==> src/hw/rtmc_defines.svh <==
`ifndef RTMC_DEFINES_SVH
`define RTMC_DEFINES_SVH

// ----------------------------------------------------------------------------
// Register map
// ----------------------------------------------------------------------------
`define RTMC_ADDR_W            16
`define RTMC_DATA_W            16
`define RTMC_OPSTAT_ADDR       16'h0018
`define RTMC_OPTCFG_ADDR       16'h0017

// ----------------------------------------------------------------------------
// Option configuration fields
// ----------------------------------------------------------------------------
`define RTMC_OPT_SYNC_HI       3
`define RTMC_OPT_SYNC_LO       2
`define RTMC_OPT_VECTOR_BIT    1
`define RTMC_OPT_RESET_BIT     0
`define RTMC_OPTCFG_RESET      4'h0

// ----------------------------------------------------------------------------
// Operational status fields
// ----------------------------------------------------------------------------
`define RTMC_OPS_ADDR_HI       15
`define RTMC_OPS_ADDR_LO       11
`define RTMC_OPS_PARITY_BIT    10
`define RTMC_OPS_LOCK_BIT      9
`define RTMC_OPS_LOW_HI        8
`define RTMC_OPS_HIGH_W        7
`define RTMC_OPS_LOW_W         9
`define RTMC_OPS_LOW_RESET     9'h000

// ----------------------------------------------------------------------------
// Mode codes handled here
// ----------------------------------------------------------------------------
`define RTMC_MC_RESET_RT       5'h08
`define RTMC_MC_TX_VECTOR      5'h10
`define RTMC_MC_SYNC_DATA      5'h11

// ----------------------------------------------------------------------------
// Synchroniser depth for pins
// ----------------------------------------------------------------------------
`define RTMC_SYNC_STAGES       2

`endif

==> src/hw/rtmc_pkg.sv <==
// ----------------------------------------------------------------------------
// Types of the mode command option logic
// ----------------------------------------------------------------------------
package rtmc_pkg;

  // Sequencer states of the mode command handler.
  typedef enum logic [1:0] {
    RTMC_ST_IDLE   = 2'b00,
    RTMC_ST_PREP   = 2'b01,
    RTMC_ST_STATUS = 2'b10,
    RTMC_ST_RESET  = 2'b11
  } rtmc_state_t;

  // Encodings of the synchronize load option.
  typedef enum logic [1:0] {
    RTMC_SYNC_HOST   = 2'b00,
    RTMC_SYNC_IF_LOW = 2'b01,
    RTMC_SYNC_IF_HI  = 2'b10,
    RTMC_SYNC_ALWAYS = 2'b11
  } rtmc_sync_opt_t;

endpackage : rtmc_pkg

==> src/hw/rtmc_mode_opt.sv <==
`timescale 1ns/1ps
`include "rtmc_defines.svh"

module rtmc_mode_opt
  import rtmc_pkg::*;
(
  // Clock and reset.
  input  wire logic                     i_clk,
  input  wire logic                     i_rst,

  // Device pins, asynchronous to the clock.
  input  wire logic                     i_master_reset_n,
  input  wire logic [4:0]               i_terminal_address,
  input  wire logic                     i_terminal_address_parity,
  input  wire logic                     i_address_lock,

  // Host register access.
  input  wire logic                     i_reg_wr,
  input  wire logic                     i_reg_rd,
  input  wire logic [`RTMC_ADDR_W-1:0]  i_reg_addr,
  input  wire logic [`RTMC_DATA_W-1:0]  i_reg_wdata,
  output logic      [`RTMC_DATA_W-1:0]  o_reg_rdata,
  output logic                          o_reg_rvalid,

  // Host terminal software reset request.
  input  wire logic                     i_terminal_soft_reset,

  // Received mode command from the protocol engine.
  input  wire logic                     i_mc_valid,
  input  wire logic [4:0]               i_mc_code,
  input  wire logic                     i_mc_broadcast,
  input  wire logic [`RTMC_DATA_W-1:0]  i_mc_data,
  output logic                          o_mc_busy,

  // Status word transmission handshake.
  output logic                          o_status_go,
  input  wire logic                     i_status_done,

  // Actions towards the rest of the terminal.
  output logic                          o_ttag_load,
  output logic      [`RTMC_DATA_W-1:0]  o_ttag_data,
  output logic                          o_sr_clear,
  output logic                          o_soft_reset_pulse,

  // Device owned low field of the operational status register.
  input  wire logic                     i_low_status_we,
  input  wire logic [`RTMC_OPS_LOW_W-1:0] i_low_status,

  // Terminal address as held in the status register.
  output logic      [4:0]               o_terminal_address,
  output logic                          o_address_parity_err
);

  // --------------------------------------------------------------------------
  // Declarations
  // --------------------------------------------------------------------------
  logic [7:0]              pins_sync;
  logic                    mr_n_sync;
  logic                    mr_n_prev_ff;
  logic                    mr_rise;
  logic                    mr_low;
  logic [`RTMC_DATA_W-1:0] opstat_value;
  logic                    opstat_wr;

  logic [3:0]              optcfg_ff;
  rtmc_sync_opt_t          sync_load_option;
  logic                    vector_cmd_sr_option;
  logic                    reset_cmd_option;

  rtmc_state_t             state_ff;
  rtmc_state_t             nxt_state;
  logic [4:0]              code_ff;
  logic                    bcast_ff;
  logic [`RTMC_DATA_W-1:0] data_ff;
  logic                    go_sent_ff;
  logic                    mc_known;

  logic                    ttag_load_ff;
  logic [`RTMC_DATA_W-1:0] ttag_data_ff;
  logic                    sr_clear_ff;
  logic                    soft_reset_ff;
  logic                    status_go_ff;
  logic                    busy_ff;
  logic [`RTMC_DATA_W-1:0] rdata_ff;
  logic                    rvalid_ff;
  logic [4:0]              addr_ff;
  logic                    parity_err_ff;

  // --------------------------------------------------------------------------
  // Decoding helpers
  // --------------------------------------------------------------------------
  // Decides whether a synchronize data word may reach the time tag counter.
  function automatic logic sync_load_ok(input rtmc_sync_opt_t opt,
                                        input logic           bit0);
    logic ok;
    ok = 1'b0;
    unique case (opt)
      RTMC_SYNC_HOST:   ok = 1'b0;
      RTMC_SYNC_IF_LOW: ok = !bit0;
      RTMC_SYNC_IF_HI:  ok = bit0;
      RTMC_SYNC_ALWAYS: ok = 1'b1;
    endcase
    return ok;
  endfunction : sync_load_ok
  // Picks out the mode codes that this block acts upon.
  function automatic logic is_handled_code(input logic [4:0] code);
    return (code == `RTMC_MC_RESET_RT) || (code == `RTMC_MC_TX_VECTOR) ||
           (code == `RTMC_MC_SYNC_DATA);
  endfunction : is_handled_code

  // --------------------------------------------------------------------------
  // Pin synchronisation and master reset edge
  // --------------------------------------------------------------------------
  // All pins come from outside the clock domain, so each is synchronised.
  rtmc_pin_sync #(
    .WIDTH (8)
  ) u_pin_sync (
    .i_clk   (i_clk),
    .i_rst   (i_rst),
    .i_async ({i_master_reset_n, i_terminal_address,
               i_terminal_address_parity, i_address_lock}),
    .o_sync  (pins_sync)
  );

  assign mr_n_sync = pins_sync[7];
  // The previous level lets us see the release of master reset.
  always_ff @(posedge i_clk or posedge i_rst) begin
    if (i_rst) begin
      mr_n_prev_ff <= 1'b0;
    end else begin
      mr_n_prev_ff <= mr_n_sync;
    end
  end

  // The edge uses the pin levels synchronised on the same cycles, so the
  // captured address matches what was strapped when the pin rose.
  assign mr_rise = mr_n_sync && !mr_n_prev_ff;
  assign mr_low  = !mr_n_sync;

  // --------------------------------------------------------------------------
  // Operational status register
  // --------------------------------------------------------------------------
  assign opstat_wr = i_reg_wr && (i_reg_addr == `RTMC_OPSTAT_ADDR);

  rtmc_opstat_reg u_opstat (
    .i_clk        (i_clk),
    .i_rst        (i_rst),
    .i_mr_low     (mr_low),
    .i_mr_rise    (mr_rise),
    .i_pin_levels (pins_sync[6:0]),
    .i_wr         (opstat_wr),
    .i_wr_data    (i_reg_wdata),
    .i_low_we     (i_low_status_we),
    .i_low_data   (i_low_status),
    .o_value      (opstat_value)
  );

  // Address copy and odd parity check over address plus parity bit.
  always_ff @(posedge i_clk or posedge i_rst) begin
    if (i_rst) begin
      addr_ff       <= 5'h00;
      parity_err_ff <= 1'b0;
    end else begin
      addr_ff       <= opstat_value[`RTMC_OPS_ADDR_HI:`RTMC_OPS_ADDR_LO];
      parity_err_ff <= !(^opstat_value[`RTMC_OPS_ADDR_HI:`RTMC_OPS_PARITY_BIT]);
    end
  end

  // --------------------------------------------------------------------------
  // Mode command option register
  // --------------------------------------------------------------------------
  // The options are device configuration, so the master reset pin clears them
  // while a terminal software reset leaves them as the host set them.
  always_ff @(posedge i_clk or posedge i_rst) begin
    if (i_rst) begin
      optcfg_ff <= `RTMC_OPTCFG_RESET;
    end else if (mr_low) begin
      optcfg_ff <= `RTMC_OPTCFG_RESET;
    end else if (i_reg_wr && (i_reg_addr == `RTMC_OPTCFG_ADDR)) begin
      optcfg_ff <= i_reg_wdata[3:0];
    end
  end

  assign sync_load_option     =
    rtmc_sync_opt_t'(optcfg_ff[`RTMC_OPT_SYNC_HI:`RTMC_OPT_SYNC_LO]);
  assign vector_cmd_sr_option = optcfg_ff[`RTMC_OPT_VECTOR_BIT];
  assign reset_cmd_option     = optcfg_ff[`RTMC_OPT_RESET_BIT];

  // --------------------------------------------------------------------------
  // Mode command sequencer
  // --------------------------------------------------------------------------
  assign mc_known = i_mc_valid && is_handled_code(i_mc_code);

  // Next state: act on the command first, then let the status word go, then
  // reset the terminal if that was asked for.
  always_comb begin
    nxt_state = state_ff;
    unique case (state_ff)
      RTMC_ST_IDLE: begin
        if (mc_known) begin
          nxt_state = RTMC_ST_PREP;
        end
      end
      RTMC_ST_PREP: begin
        if (!bcast_ff) begin
          nxt_state = RTMC_ST_STATUS;
        end else if (code_ff == `RTMC_MC_RESET_RT && !reset_cmd_option) begin
          nxt_state = RTMC_ST_RESET;
        end else begin
          nxt_state = RTMC_ST_IDLE;
        end
      end
      RTMC_ST_STATUS: begin
        if (go_sent_ff && i_status_done) begin
          if (code_ff == `RTMC_MC_RESET_RT && !reset_cmd_option) begin
            nxt_state = RTMC_ST_RESET;
          end else begin
            nxt_state = RTMC_ST_IDLE;
          end
        end
      end
      RTMC_ST_RESET: begin
        nxt_state = RTMC_ST_IDLE;
      end
    endcase
  end

  // A terminal soft reset or master reset abandons a command in progress.
  always_ff @(posedge i_clk or posedge i_rst) begin
    if (i_rst) begin
      state_ff <= RTMC_ST_IDLE;
    end else if (mr_low || i_terminal_soft_reset) begin
      state_ff <= RTMC_ST_IDLE;
    end else begin
      state_ff <= nxt_state;
    end
  end

  // Command details are held for the whole sequence.
  always_ff @(posedge i_clk or posedge i_rst) begin
    if (i_rst) begin
      code_ff  <= 5'h00;
      bcast_ff <= 1'b0;
      data_ff  <= 16'h0000;
    end else if (state_ff == RTMC_ST_IDLE && mc_known) begin
      code_ff  <= i_mc_code;
      bcast_ff <= i_mc_broadcast;
      data_ff  <= i_mc_data;
    end
  end

  // The status go pulse is issued once, one cycle after the load and clear
  // pulses, so the counter and status bits are settled before transmission.
  always_ff @(posedge i_clk or posedge i_rst) begin
    if (i_rst) begin
      go_sent_ff   <= 1'b0;
      status_go_ff <= 1'b0;
    end else begin
      status_go_ff <= (state_ff == RTMC_ST_STATUS) && !go_sent_ff &&
                      !mr_low && !i_terminal_soft_reset;
      if (state_ff != RTMC_ST_STATUS) begin
        go_sent_ff <= 1'b0;
      end else begin
        go_sent_ff <= 1'b1;
      end
    end
  end

  // --------------------------------------------------------------------------
  // Action pulses
  // --------------------------------------------------------------------------
  // Counter load on synchronize with data word, gated by the option.
  always_ff @(posedge i_clk or posedge i_rst) begin
    if (i_rst) begin
      ttag_load_ff <= 1'b0;
      ttag_data_ff <= 16'h0000;
    end else begin
      ttag_load_ff <= (state_ff == RTMC_ST_PREP) && (code_ff == `RTMC_MC_SYNC_DATA) &&
                      sync_load_ok(sync_load_option, data_ff[0]);
      if (state_ff == RTMC_ST_PREP) begin
        ttag_data_ff <= data_ff;
      end
    end
  end
  // Service request clear on transmit vector word unless the host owns it.
  always_ff @(posedge i_clk or posedge i_rst) begin
    if (i_rst) begin
      sr_clear_ff <= 1'b0;
    end else begin
      sr_clear_ff <= (state_ff == RTMC_ST_PREP) && (code_ff == `RTMC_MC_TX_VECTOR) &&
                     !vector_cmd_sr_option;
    end
  end
  // Software reset pulse, only ever from the reset state.
  always_ff @(posedge i_clk or posedge i_rst) begin
    if (i_rst) begin
      soft_reset_ff <= 1'b0;
    end else begin
      soft_reset_ff <= (state_ff == RTMC_ST_RESET);
    end
  end

  // Busy tells the protocol engine that a new command would be ignored.
  always_ff @(posedge i_clk or posedge i_rst) begin
    if (i_rst) begin
      busy_ff <= 1'b0;
    end else begin
      busy_ff <= (nxt_state != RTMC_ST_IDLE) && !mr_low && !i_terminal_soft_reset;
    end
  end

  // --------------------------------------------------------------------------
  // Register read
  // --------------------------------------------------------------------------
  // Reads answer one cycle later; unmapped addresses read as zero.
  always_ff @(posedge i_clk or posedge i_rst) begin
    if (i_rst) begin
      rdata_ff  <= 16'h0000;
      rvalid_ff <= 1'b0;
    end else begin
      rvalid_ff <= i_reg_rd;
      if (i_reg_rd) begin
        if (i_reg_addr == `RTMC_OPSTAT_ADDR) begin
          rdata_ff <= opstat_value;
        end else if (i_reg_addr == `RTMC_OPTCFG_ADDR) begin
          rdata_ff <= {12'h000, optcfg_ff};
        end else begin
          rdata_ff <= 16'h0000;
        end
      end
    end
  end

  // --------------------------------------------------------------------------
  // Outputs
  // --------------------------------------------------------------------------
  assign o_reg_rdata          = rdata_ff;
  assign o_reg_rvalid         = rvalid_ff;
  assign o_mc_busy            = busy_ff;
  assign o_status_go          = status_go_ff;
  assign o_ttag_load          = ttag_load_ff;
  assign o_ttag_data          = ttag_data_ff;
  assign o_sr_clear           = sr_clear_ff;
  assign o_soft_reset_pulse   = soft_reset_ff;
  assign o_terminal_address   = addr_ff;
  assign o_address_parity_err = parity_err_ff;

endmodule : rtmc_mode_opt

==> src/hw/rtmc_pin_sync.sv <==
`timescale 1ns/1ps

// ----------------------------------------------------------------------------
// Two flip-flop synchroniser for a group of asynchronous pins
// ----------------------------------------------------------------------------
module rtmc_pin_sync #(
  parameter int WIDTH = 1
) (
  // Clock and reset.
  input  wire logic             i_clk,
  input  wire logic             i_rst,
  // Pin side.
  input  wire logic [WIDTH-1:0] i_async,
  // Clock domain side.
  output logic      [WIDTH-1:0] o_sync
);

  logic [WIDTH-1:0] meta_ff;
  logic [WIDTH-1:0] sync_ff;

  // The first stage feeds the second stage only, never any logic.
  always_ff @(posedge i_clk or posedge i_rst) begin
    if (i_rst) begin
      meta_ff <= '0;
      sync_ff <= '0;
    end else begin
      meta_ff <= i_async;
      sync_ff <= meta_ff;
    end
  end

  assign o_sync = sync_ff;

endmodule : rtmc_pin_sync

==> src/hw/rtmc_opstat_reg.sv <==
`timescale 1ns/1ps
`include "rtmc_defines.svh"

// ----------------------------------------------------------------------------
// Operational status register storage
// ----------------------------------------------------------------------------
module rtmc_opstat_reg
  import rtmc_pkg::*;
(
  // Clock and reset.
  input  wire logic                        i_clk,
  input  wire logic                        i_rst,
  // Master reset pin state, already synchronised.
  input  wire logic                        i_mr_low,
  input  wire logic                        i_mr_rise,
  input  wire logic [`RTMC_OPS_HIGH_W-1:0] i_pin_levels,
  // Host write.
  input  wire logic                        i_wr,
  input  wire logic [`RTMC_DATA_W-1:0]     i_wr_data,
  // Device owned low field.
  input  wire logic                        i_low_we,
  input  wire logic [`RTMC_OPS_LOW_W-1:0]  i_low_data,
  // Register contents.
  output logic      [`RTMC_DATA_W-1:0]     o_value
);

  logic [`RTMC_OPS_HIGH_W-1:0] high_ff;
  logic [`RTMC_OPS_LOW_W-1:0]  low_ff;

  // Address, parity and lock follow the pins at the end of master reset.
  // Afterwards the host may rewrite them only while the lock bit is clear.
  always_ff @(posedge i_clk or posedge i_rst) begin
    if (i_rst) begin
      high_ff <= '0;
    end else if (i_mr_rise) begin
      high_ff <= i_pin_levels;
    end else if (i_wr && !high_ff[0]) begin
      high_ff <= i_wr_data[`RTMC_DATA_W-1:`RTMC_OPS_LOCK_BIT];
    end
  end

  // The low field ignores host writes and the terminal soft reset; only the
  // master reset pin clears it.
  always_ff @(posedge i_clk or posedge i_rst) begin
    if (i_rst) begin
      low_ff <= `RTMC_OPS_LOW_RESET;
    end else if (i_mr_low) begin
      low_ff <= `RTMC_OPS_LOW_RESET;
    end else if (i_low_we) begin
      low_ff <= i_low_data;
    end
  end

  assign o_value = {high_ff, low_ff};

endmodule : rtmc_opstat_reg

==> config.mk <==
export PLATFORM = sky130hd
export DESIGN_NAME = rtmc_mode_opt
export DESIGN_NICKNAME = d
export VERILOG_FILES = /design/src/hw/rtmc_pkg.sv /design/src/hw/rtmc_mode_opt.sv /design/src/hw/rtmc_pin_sync.sv /design/src/hw/rtmc_opstat_reg.sv
export VERILOG_INCLUDE_DIRS = /design/src /design/src/hw
export SDC_FILE = /design/constraint.sdc
export NUM_CORES = 1
export LEC_CHECK = 0
export ABC_AREA = 0
export BUFFER_PORTS_ARGS = -buffer_cell sky130_fd_sc_hd__buf_2
export CORE_ASPECT_RATIO = 0.75
export CORE_MARGIN = 10
export CORE_UTILIZATION = 54
export CTS_BUF_LIST = sky130_fd_sc_hd__clkbuf_8 sky130_fd_sc_hd__clkbuf_16
export DETAILED_ROUTE_END_ITERATION = 10
export PLACE_DENSITY = 0.84
export SETUP_SLACK_MARGIN = 0.05
export SLEW_MARGIN = 20
export SYNTH_ARGS = -nofsm -noshare
export SYNTH_HDL_FRONTEND = slang
export SYNTH_SLANG_ARGS = --single-unit
==> constraint.sdc <==
create_clock -name i_clk -period 9.3 [get_ports i_clk]
set_clock_uncertainty 0.05 [all_clocks]
set_input_delay 2.325 -clock i_clk [delete_from_list [all_inputs] [get_ports i_clk]]
set_output_delay 2.325 -clock i_clk [all_outputs]
set_load 0.01 [all_outputs]
==> summary.md <==
| Metric | Value |
|---|---|
| Final WL | approximately 9 mm |
| #FFs+latches synth | between 100 and 150 |
| CTS sink cnt | roughly 110 |
| Synth warnings | 0 |
| Vias in the first global route | 2,930 |
| GP Congestion | a little under 0.8 |
| Worst hold margin | slightly above 0.3 ns |
| Grt total ovfl | 0 |
| Hold depth | 0 |
| Most used DFF post-synth | dfrtp_1 |
| Root Driver | clkbuf_8 |
| Final Hold Vio Count | 0 |
| Initial Utilization | a little under three fifths |
| Antenna violations before repair | 0 |
| Outcome | finished clean |
| Pins Over Slew Limit | 0 |
| Most common cell in the netlist | dfrtp_1 |
| # rows | 26 |
| Area Growth Syn to Fin | 21.8% |
| DRC Markers | 0 |
| Reg2reg end | o_mc_busy |
| CP Class | input port to register |
| Synth Instances | between 200 and 300 |
| Max cap viols | 0 |
| CTS Buffer Depth | 2 |
| Post-cts hold buffer count | 0 |
| Number of diodes | 0 |
| Critical path launch point type | input port |
| R2R setup slack | around 7.2 ns |
| Mapped cell area | between 0.003 and 0.004 mm2 |
| ANT nets after route | 0 |
| Post-synthesis cell type count | 35 |
| CTS Buf Count | 9 |
| TritonCTS clock tree | yes |
| Post-synth top cells | 106 x dfrtp_1, 36 x mux2_2, 18 x nor2_1 |
| Core area | around 0.0070 mm2 |
| Share of layout cells above drive strength 1 | between 40% and 50% |
| Hold Crit Start | u_pin_sync.meta_ff[6] |
| Worst hold endpoint | u_pin_sync.o_sync[6] |
| Critical path launch point | i_reg_addr[9] |
| Drt first-iter violations | ~180 |
| DIE WIDTH | approximately 120 um |
| Peak VDD IR | about 150 uV |
| Endpoints failing setup | 0 |
| Worst Hold Class | register to register |
| Final Non-Filler Cells | 500 |
| Post-synth ARST share | 100% |
| Io pins | ~120 |
| Largest net degree at the start of global routing | 77 |
| Worst Max-Slew Pin Slew | 1.01 ns |
| Syn Nets | about 360 |
| Die Ht | 94.1 um |
| Syn Area/Cell | approximately 14 um2 |
| Hpwl dp | between 6 and 7 mm |
| Reg clk slew, reported paths | roughly 0.090 ns |
| Routed WL per cell | between 15 and 20 um |
| Htree depth | 3 |
| CP max FO | 16 |
| RSZ-0062 raised after global routing | false |
| Top cells by area, synth | dfrtp_1 67%, mux2_2 10%, mux2i_1 2.8% |
| # resized after CTS | 0 |
| Postcts setup bufs | 0 |
| Clk_lat worst skew | roughly 0.36 ns |
| Port Buf Inserts | 117 |
| Fmax achieved | between 0.2 and 0.3 GHz |
| Vias/cell | between 5 and 6 |
| First-pass DRT Iterations | 4 |
| Post-synth EDFFs | 0 |
| Filler cells | roughly 570 |
| Die ar. | 0.0112 mm2 |
| Reg2reg start | state_ff[1] |
| Post-route setup slack | around 5.6 ns |
| First-pass GRT wire length | 14.7 mm |
| Crit share post-route | between 40% and 50% |
| Rel. slew slack | between 30 and 40% |
| Final net count | ~480 |
| Cell taking the most area after synthesis | dfrtp_1 |
| Leak | 2.41 nW |
| Reg2Reg Depth | 4 |
| Area share of the largest cell type after synthesis | 67.1% |
| Crit. End Element | register |
| Setup TNS | 0 ns |
| Crit path time final | about 3.7 ns |
| Power per cell area | 194 mW/mm2 |
| GRT Overall Usage | between 10% and 20% |
| Sequential fraction of the synthesis area | approximately 67% |
| Pre-CTS WS | slightly below 5 ns |
| Placed Cells | slightly below 500 |
| Via Count | about 2,700 |
| Critical Path AT | 3.99 ns |
| Crit path required time | between 9 and 10 ns |
==> cells by family after synthesis <==
logic type	share of synthesized area, %
AOI/OAI and AO/OA	7.82
xor gates and xnor gates	1.11
buffers and inverters	1.77
DFF	67.1
muxes	13.0
and+or+nand+nor	9.18
==> worst max path at each step <==
stage                           endpoint  depth (start not counted)
after floorplan                 bcast_ff                          1
after global placement        data_ff[7]                          5
after detailed placement      data_ff[7]                          5
after CTS                     code_ff[3]                          5
after global routing      o_reg_rdata[1]                          5
final                     o_reg_rdata[3]                          5
==> per-layer routing <==
| layer | vias up | GRT usage (%) | wire [um] |
|---|---|---|---|
| met3 | 11 | 5.65 | 668 |
| li1 | 1245 | - | - |
| met1 | 1344 | 20.1 | 3720 |
| met5 | - | 0 | 0 |
| met4 | 0 | 4.56 | 100 |
| met2 | 97 | 27.1 | 4490 |
==> power breakdown <==
group / internal, mW / switching, mW
clock network: 0.124 / 0.150
registers: 0.511 / 0.0283
logic: 0.0645 / 0.0562
total: 0.699 / 0.234
==> metrics by stage <==
stage / instance area, um2 / utilization, % / power [mW]
after floorplan: 3950 / - / 0.615
after global placement: 4620 / 66.4 / 0.662
after detailed placement: 4620 / 66.4 / 0.673
after CTS: 4810 / 69.1 / 0.942
after global routing: 4820 / 69.2 / 0.977
final: 4820 / 69.2 / 0.933
==> cells in the final DEF (no fill, tap or decap), types with 2 or more instances in the layout <==
| master | netlist | final |
|---|---|---|
| buf_2 | 5 | 117 |
| dfrtp_1 | 106 | 106 |
| mux2_2 | 36 | 36 |
| nor2_1 | 18 | 18 |
| a22o_1 | 12 | 12 |
| mux2i_1 | 11 | 11 |
| o21ai_0 | 10 | 10 |
| clkbuf_8 | 0 | 9 |
| a31oi_1 | 8 | 8 |
| nand3_1 | 7 | 6 |
| nand4_1 | 6 | 6 |
| a21oi_1 | 6 | 6 |
| nor2b_1 | 6 | 5 |
| xnor2_1 | 5 | 5 |
| and2_1 | 4 | 4 |
| nor4_1 | 3 | 3 |
| nor4b_1 | 3 | 3 |
| inv_1 | 4 | 3 |
| nand2b_1 | 3 | 3 |
| nand2_1 | 3 | 3 |
| a221o_1 | 3 | 3 |
| nand3_2 | 1 | 2 |
| and3_1 | 2 | 2 |
| nor3b_1 | 2 | 2 |
| clkinvlp_4 | 0 | 2 |
==> flip-flops by register name, indices dropped and copies added (netlist names), 2 cells and up <==
name	flops
u_pin_sync.meta_ff	8
o_terminal_address	5
u_opstat.high_ff	7
o_reg_rdata	16
data_ff	16
optcfg_ff	4
code_ff	5
o_ttag_data	16
u_pin_sync.o_sync	8
u_opstat.low_ff	9
state_ff	2
==> critical path, cell delays in order <==
cell,delay [ns]
buf_2,0.10
nor4_1,0.61
nand3_2,0.30
nor2_4,0.43
a221o_1,0.23
==> layout make-up <==
| type | count | area, um2 | share of cell area [%] |
|---|---|---|---|
| Sequential cell | 106 | 2650 | 55.1 |
| Inverter | 4 | 17.5 | 0.364 |
| Tap cell | 98 | 123 | 2.55 |
| Timing Repair Buffer | 118 | 593 | 12.3 |
| Clock buffer | 9 | 124 | 2.57 |
| Multi-Input combinational cell | 159 | 1240 | 25.7 |
| Clock inverter | 6 | 67.6 | 1.40 |
No activity file was read; power rests on OpenSTA's default activity.
